### config.mk
export PLATFORM = sky130hd
export DESIGN_NAME = dpr_host
export DESIGN_NICKNAME = d
export VERILOG_FILES = /design/src/rtl/dpr_pkg.sv /design/src/rtl/dpr_host.sv
export SDC_FILE = /design/constraint.sdc
export NUM_CORES = 1
export LEC_CHECK = 0
export BUFFER_PORTS_ARGS = -buffer_cell sky130_fd_sc_hd__clkbuf_2
export CAP_MARGIN = 20
export CORE_ASPECT_RATIO = 1.75
export CORE_MARGIN = 2
export CORE_UTILIZATION = 40
export CTS_BUF_LIST = sky130_fd_sc_hd__clkbuf_2
export DETAILED_ROUTE_END_ITERATION = 7
export PLACE_DENSITY = 0.74
export SETUP_SLACK_MARGIN = 0.5
export SYNTH_ARGS = -nofsm -noshare
export SYNTH_HDL_FRONTEND = slang
export SYNTH_SLANG_ARGS = --single-unit
### constraint.sdc
create_clock -name clk -period 5.78 [get_ports clk]
set_clock_uncertainty 0.1 [all_clocks]
set_input_delay 0.289 -clock clk [delete_from_list [all_inputs] [get_ports clk]]
set_output_delay 0.289 -clock clk [all_outputs]
set_load 0.01 [all_outputs]
### src/rtl/dpr_pkg.sv
package dpr_pkg;

    //--------------------------------------------------------------
    // Port geometry
    //--------------------------------------------------------------
    localparam int unsigned ADDR_W = 10;
    localparam int unsigned DATA_W = 8;
    localparam int unsigned CNT_W  = 4;

    //--------------------------------------------------------------
    // Timing, fastest speed grade, in ns
    //--------------------------------------------------------------
    localparam int unsigned CLK_PERIOD_NS = 10;
    localparam int unsigned T_AA_NS       = 25;
    localparam int unsigned T_PWE_NS      = 20;
    localparam int unsigned T_BDD_NS      = 25;
    localparam int unsigned T_WH_NS       = 20;
    localparam int unsigned T_PS_NS       = 5;

    // Least times round up to whole cycles
    localparam logic [CNT_W-1:0] T_AA_CYC  =
        CNT_W'((T_AA_NS + CLK_PERIOD_NS - 1) / CLK_PERIOD_NS);
    localparam logic [CNT_W-1:0] T_PWE_CYC =
        CNT_W'((T_PWE_NS + CLK_PERIOD_NS - 1) / CLK_PERIOD_NS);
    localparam logic [CNT_W-1:0] T_BDD_CYC =
        CNT_W'((T_BDD_NS + CLK_PERIOD_NS - 1) / CLK_PERIOD_NS);
    localparam logic [CNT_W-1:0] T_WH_CYC  =
        CNT_W'((T_WH_NS + CLK_PERIOD_NS - 1) / CLK_PERIOD_NS);
    localparam logic [CNT_W-1:0] T_PS_CYC  =
        CNT_W'((T_PS_NS + CLK_PERIOD_NS - 1) / CLK_PERIOD_NS);
    localparam logic [CNT_W-1:0] CNT_ONE   = 4'h1;
    localparam logic [CNT_W-1:0] CNT_ZERO  = 4'h0;

    localparam logic [ADDR_W-1:0] MBOX_ADDR_DEF = 10'h3FF;
    localparam logic [ADDR_W-1:0] ADDR_RST      = 10'h000;
    localparam logic [DATA_W-1:0] DATA_RST      = 8'h00;

    //--------------------------------------------------------------
    // Types
    //--------------------------------------------------------------
    typedef enum logic [2:0] {
        DPR_IDLE   = 3'h0,
        DPR_SETUP  = 3'h1,
        DPR_STROBE = 3'h3,
        DPR_FINISH = 3'h2,
        DPR_WAIT   = 3'h7
    } dpr_state_t;

    typedef struct packed {
        logic              we;
        logic [ADDR_W-1:0] addr;
        logic [DATA_W-1:0] wdata;
    } dpr_req_t;

    typedef struct packed {
        logic [ADDR_W-1:0] addr;
        logic              ce_n;
        logic              we_n;
        logic              oe_n;
        logic [DATA_W-1:0] dout;
        logic              dout_oe;
    } dpr_pins_t;

endpackage : dpr_pkg

### src/rtl/dpr_host.sv
// Contract
// - Write only while select and write low
// - Write ends when either strobe rises
// - Data held past the ending strobe edge
// - Write strobe high through every read
// - Address-access read keeps select, drive low
// - Address valid before select falls
`timescale 1ns/1ps
module dpr_host
    import dpr_pkg::*;
#(
    parameter logic [ADDR_W-1:0] MBOX_ADDR = MBOX_ADDR_DEF
)(
    input  wire logic              clk,
    input  wire logic              nrst,
    input  wire logic              req_valid,
    input  wire dpr_req_t          req,
    output logic                   req_ready,
    output logic                   ack,
    output logic [DATA_W-1:0]      rdata,
    output logic                   mbox_flag,
    output logic                   mbox_sent,
    output dpr_pins_t              pins,
    input  wire logic [DATA_W-1:0] din,
    input  wire logic              busy_n,
    input  wire logic              int_n
);

    //--------------------------------------------------------------
    // Sequencer state
    //--------------------------------------------------------------
    dpr_state_t        state_r,  state_nxt;
    logic [CNT_W-1:0]  cnt_r,    cnt_nxt;
    dpr_req_t          cur_r,    cur_nxt;
    dpr_pins_t         pins_r,   pins_nxt;
    logic [DATA_W-1:0] rdata_r,  rdata_nxt;
    logic              flag_r,   flag_nxt;

    always_comb
    begin
        state_nxt = state_r;
        cnt_nxt   = cnt_r;
        cur_nxt   = cur_r;
        pins_nxt  = pins_r;
        rdata_nxt = rdata_r;
        flag_nxt  = !int_n;
        case (state_r)
            DPR_IDLE:
            begin
                if (req_valid)
                begin
                    // Address and write data go out a cycle before
                    // any strobe falls
                    cur_nxt          = req;
                    pins_nxt.addr    = req.addr;
                    pins_nxt.dout    = req.wdata;
                    pins_nxt.dout_oe = req.we;
                    // Wait out the priority set-up before selecting
                    cnt_nxt          = T_PS_CYC - CNT_ONE;
                    state_nxt        = DPR_SETUP;
                end
            end
            DPR_SETUP:
            begin
                if (cnt_r != CNT_ZERO)
                begin
                    cnt_nxt = cnt_r - CNT_ONE;
                end
                else
                begin
                    pins_nxt.ce_n = 1'b0;
                    pins_nxt.we_n = !cur_r.we;
                    pins_nxt.oe_n = cur_r.we;
                    cnt_nxt   = cur_r.we ? T_PWE_CYC - CNT_ONE
                                         : T_AA_CYC - CNT_ONE;
                    state_nxt = DPR_STROBE;
                end
            end
            DPR_STROBE:
            begin
                if (!busy_n)
                begin
                    state_nxt = DPR_WAIT;
                end
                else if (cnt_r != CNT_ZERO)
                begin
                    cnt_nxt = cnt_r - CNT_ONE;
                end
                else
                begin
                    if (!cur_r.we)
                    begin
                        rdata_nxt = din;
                    end
                    // Both strobes rise together; data stays driven
                    pins_nxt.ce_n = 1'b1;
                    pins_nxt.we_n = 1'b1;
                    pins_nxt.oe_n = 1'b1;
                    state_nxt     = DPR_FINISH;
                end
            end
            DPR_WAIT:
            begin
                // Strobes stay low until the winner leaves
                if (busy_n)
                begin
                    cnt_nxt   = cur_r.we ? T_WH_CYC - CNT_ONE
                                         : T_BDD_CYC - CNT_ONE;
                    state_nxt = DPR_STROBE;
                end
            end
            DPR_FINISH:
            begin
                pins_nxt.dout_oe = 1'b0;
                state_nxt        = DPR_IDLE;
            end
            default:
            begin
                state_nxt = DPR_IDLE;
            end
        endcase
    end

    always_ff @(posedge clk or negedge nrst)
    begin
        if (!nrst)
        begin
            state_r <= DPR_IDLE;
            cnt_r   <= CNT_ZERO;
            cur_r   <= '0;
            pins_r  <= '{addr: ADDR_RST, ce_n: 1'b1, we_n: 1'b1,
                         oe_n: 1'b1, dout: DATA_RST, dout_oe: 1'b0};
            rdata_r <= DATA_RST;
            flag_r  <= 1'b0;
        end
        else
        begin
            state_r <= state_nxt;
            cnt_r   <= cnt_nxt;
            cur_r   <= cur_nxt;
            pins_r  <= pins_nxt;
            rdata_r <= rdata_nxt;
            flag_r  <= flag_nxt;
        end
    end

    //--------------------------------------------------------------
    // Outputs
    //--------------------------------------------------------------
    assign pins      = pins_r;
    assign rdata     = rdata_r;
    assign mbox_flag = flag_r;
    assign req_ready = (state_r == DPR_IDLE);
    assign ack       = (state_r == DPR_FINISH);
    // A finished write to the mailbox raises the far port's flag
    assign mbox_sent = ack && cur_r.we && (cur_r.addr == MBOX_ADDR);

    //--------------------------------------------------------------
    // Checks
    //--------------------------------------------------------------
    chk_we_only_sel: assert property (@(posedge clk) disable iff (!nrst)
        !pins.we_n |-> !pins.ce_n)
        else $error("write strobe low without select");

    chk_strobe_end: assert property (@(posedge clk) disable iff (!nrst)
        $rose(pins.we_n) |-> pins.ce_n && state_r == DPR_FINISH)
        else $error("write did not end with both strobes");

    chk_data_hold: assert property (@(posedge clk) disable iff (!nrst)
        $rose(pins.we_n) |-> pins.dout_oe ##1 !pins.dout_oe)
        else $error("write data not held past strobe edge");

    chk_no_clash: assert property (@(posedge clk) disable iff (!nrst)
        !pins.oe_n |-> !pins.dout_oe)
        else $error("data driven while output drive low");

    chk_read_we: assert property (@(posedge clk) disable iff (!nrst)
        (!pins.oe_n || (state_r == DPR_STROBE && !cur_r.we))
        |-> pins.we_n)
        else $error("write strobe low during read");

    chk_addr_setup: assert property (@(posedge clk) disable iff (!nrst)
        $fell(pins.ce_n) |-> $stable(pins.addr))
        else $error("address changed as select fell");

    chk_read_len: assert property (@(posedge clk) disable iff (!nrst)
        $fell(pins.oe_n) |-> !pins.oe_n [*3] ##0 !pins.ce_n)
        else $error("read strobe shorter than access time");

    chk_write_len: assert property (@(posedge clk) disable iff (!nrst)
        $fell(pins.we_n) |-> !pins.we_n [*2])
        else $error("write pulse too short");

    chk_busy_hold: assert property (@(posedge clk) disable iff (!nrst)
        (state_r == DPR_STROBE && !busy_n) |=> !ack [*2])
        else $error("access finished while busy");

    chk_busy_read: assert property (@(posedge clk) disable iff (!nrst)
        (state_r == DPR_WAIT && busy_n && !cur_r.we)
        |=> !pins.oe_n [*3])
        else $error("read closed before access after busy");

    chk_flag_track: assert property (@(posedge clk) disable iff (!nrst)
        !int_n |=> mbox_flag)
        else $error("flag not reported");

endmodule : dpr_host

==> reports/metrics.cfg <==
[grt]
grt_pass1_wl_um=6220
grt.overflow.total=0
grt_max_degree=40
antenna_found_initial=0
grt_use_total_pct=16.7
grt_pass1_vias=1386

[sta]
slew_viol_final=0
fmax_mhz=426
hold_violations=0
finalCritPeriodShare_pct=40.6
tns_ns=0
rsz0062_at_grt=no
worst-slew-pin-transition_ns=0.946
timing.hold.ws_ns=0.0326
period_needed_ns=2.35
setup_violations=0
maxSlewHeadroom_pct=36.9

[die]
io-pin-count=66
rows=32
die_x_um=55.1
dieArea_um2=5140
core_um2=4400
start_util_pct=41.4
die_h_um=93.3

[logic_synthesis]
yosys_warnings=0
async_reset_ff_share_pct=100
syn_area_um2=1820
syn-num-nets=182
ys_seq_elements=39
synth_top_cell_by_area=dfrtp_1
synth_area_leaders=dfrtp_1 (49%), mux2_2 (11%), mux2_4 (6.6%)
synthCells=149
synth_top_area_share_pct=49.4
synth_edf_count=0
synth-seq-area-share_pct=53.7
synth_ff_type=dfrtp_1
synth_cell_type_count=36
syn_area_per_cell_um2=12.2

[final_layout]
instances_no_fill=284
drive_gt1_share_pct=46.4
multiInputGateArea_um2=722
fillers=389
area.growth.synth_to_final_pct=35.2
fin_nets=265
final_cell_area_um2=2470
final_util_pct=56.0
antenna-diode-count=0
ff_latch_area_um2=980

[drt]
vias_per_cell=5.13
drt_iter0_markers=10
route.detailed.drc=0
num_vias=1456
post_drt_wl_per_cell_um=15.4
drt-total-wl_um=4370
antenna_left=0
dr.pass1.iters=4

[power]
peakVddDrop_uv=312
p_leak_nw=1.20
power_density_nw_per_um2=512

[place]
gp_congestion=0.759
placed_area_um2=2110
dp_hpwl_um=2880
placed_cells=249
portBuffers=65

[critical_path]
crit_fanout=14
crit_arrival_ns=1.96
worstSetupStartpointType=flip-flop
cpMaxStageDelayCell=dfrtp_1
rr_worst_depth=6
path_cells=nand2b_1 -> nor2_1 -> nand4_1 -> nor3_1 -> clkbuf_2
endpoint_kind=primary output
path_class=flip-flop to primary output
slowest_delay_ns=0.56
crit_required_ns=5.39

[status]
outcome=finished clean

[flow_run]
max-cap-violations=0

[worst_hold_path]
hp-class=primary input to flip-flop
whs_path_depth=2

[clock_network]
cts_sinks=39
cts_tree=yes
cts_root_buffer=clkbuf_2
path_clk_slew_ns=0.19
htreeDepth=2
cts_max_path_buffers=2
clock_latency_ns=0.39
cts.repair.resized=0
cts_inserted_buffers=5

cell type report:
type | instances | share of cell area [%]
Inverter | 4 | 0.609
Clock inverter | 2 | 2.44
Sequential cell | 39 | 39.7
Multi-Input combinational cell | 90 | 29.3
Timing Repair Buffer | 92 | 24.2
Tap cell | 51 | 2.59
Clock buffer | 6 | 1.22
layout by cell type, fill, tap and decap left out, drive strengths merged, types with 4 or more instances in the layout:
master | synthesis | final
a21oi | 6 | 6
clkbuf | 3 | 71
dfrtp | 36 | 36
dlygate4sd3 | 0 | 27
inv | 4 | 4
mux2 | 26 | 26
nand2 | 7 | 7
nand2b | 4 | 4
nor2 | 5 | 5
nor3 | 4 | 4
o21ai | 7 | 7
Yosys cell counts, types with 2 or more instances:
master	instances
o22ai_1	3
dfstp_2	3
buf_4	10
o21ai_0	7
nor3_1	4
mux2_4	8
nand3_1	3
nand2b_1	4
inv_1	4
mux2_2	18
a21oi_1	6
and2_1	3
nand4_1	3
nor2_1	5
clkbuf_1	3
nand2_1	6
a311o_2	2
a22o_1	2
dfrtp_1	36
buf_2	2
o21a_1	2
power breakdown:
| part | total [mW] | switching, mW | internal, mW |
|---|---|---|---|
| clock | 0.207 | 0.0887 | 0.119 |
| combinational | 0.535 | 0.249 | 0.286 |
| sequential | 0.520 | 0.115 | 0.405 |
| total | 1.26 | 0.453 | 0.810 |
routing by layer:
metal / up-vias / global-route usage [%] / part of all wire [%]
met5: - / 0 / 0
met4: 0 / 6.10 / 1.6
met3: 7 / 4.47 / 5.3
met2: 56 / 30.2 / 57
met1: 701 / 17.4 / 36
li1: 692 / - / -
registers in the layout, summed over array words and instances (netlist names):
| name | count |
|---|---|
| cur_r | 1 |
| state_r | 3 |
| rdata | 8 |
| cnt_r | 4 |
| pins | 22 |
| mbox_flag | 1 |
cell families (layout without fill, tap and decap cells):
logic type | after synthesis | after routing | synth area share [%]
AO/OA/AOI/OAI | 26 | 26 | 9.40
AND/OR/NAND/NOR | 37 | 37 | 11.8
adder cells (fa/ha/maj) | 1 | 1 | 0.686
buffers and inverters | 20 | 104 | 6.72
flip-flops | 39 | 39 | 53.7
multiplexers | 26 | 26 | 17.7
repair_timing:
item	in CTS	in global routing
endpoints found under the setup margin	0	0
endpoints found under the hold margin	47	15
buffers inserted	0	0
hold buffers	12	15
critical path: cells and delay by family (launching register included):
family	cells	cell delay [ns]
buffers and inverters	1	0.17
DFF	1	0.56
and+or+nand+nor	4	0.85
through the flow:
step	total power, mW	setup WS [ns]
floorplan	0.902	3.73
global placement	1.03	3.52
detailed placement	1.05	3.45
CTS	1.26	3.42
global route	1.35	3.25
finish	1.26	3.43
final timing paths:
path                                  from    endpoint  slack, ns
worst max-delay path            state_r[2]   mbox_sent       3.43
worst min-delay path                req[9]    pins[13]       0.03
worst max register to register    cnt_r[0]    rdata[5]       3.44
worst min register to register    pins[11]    pins[11]       0.42
max in group asynchronous             nrst    cnt_r[1]       4.55
min in group asynchronous             nrst  state_r[2]       0.44
Note: power is estimated with default switching activity, not from simulation.
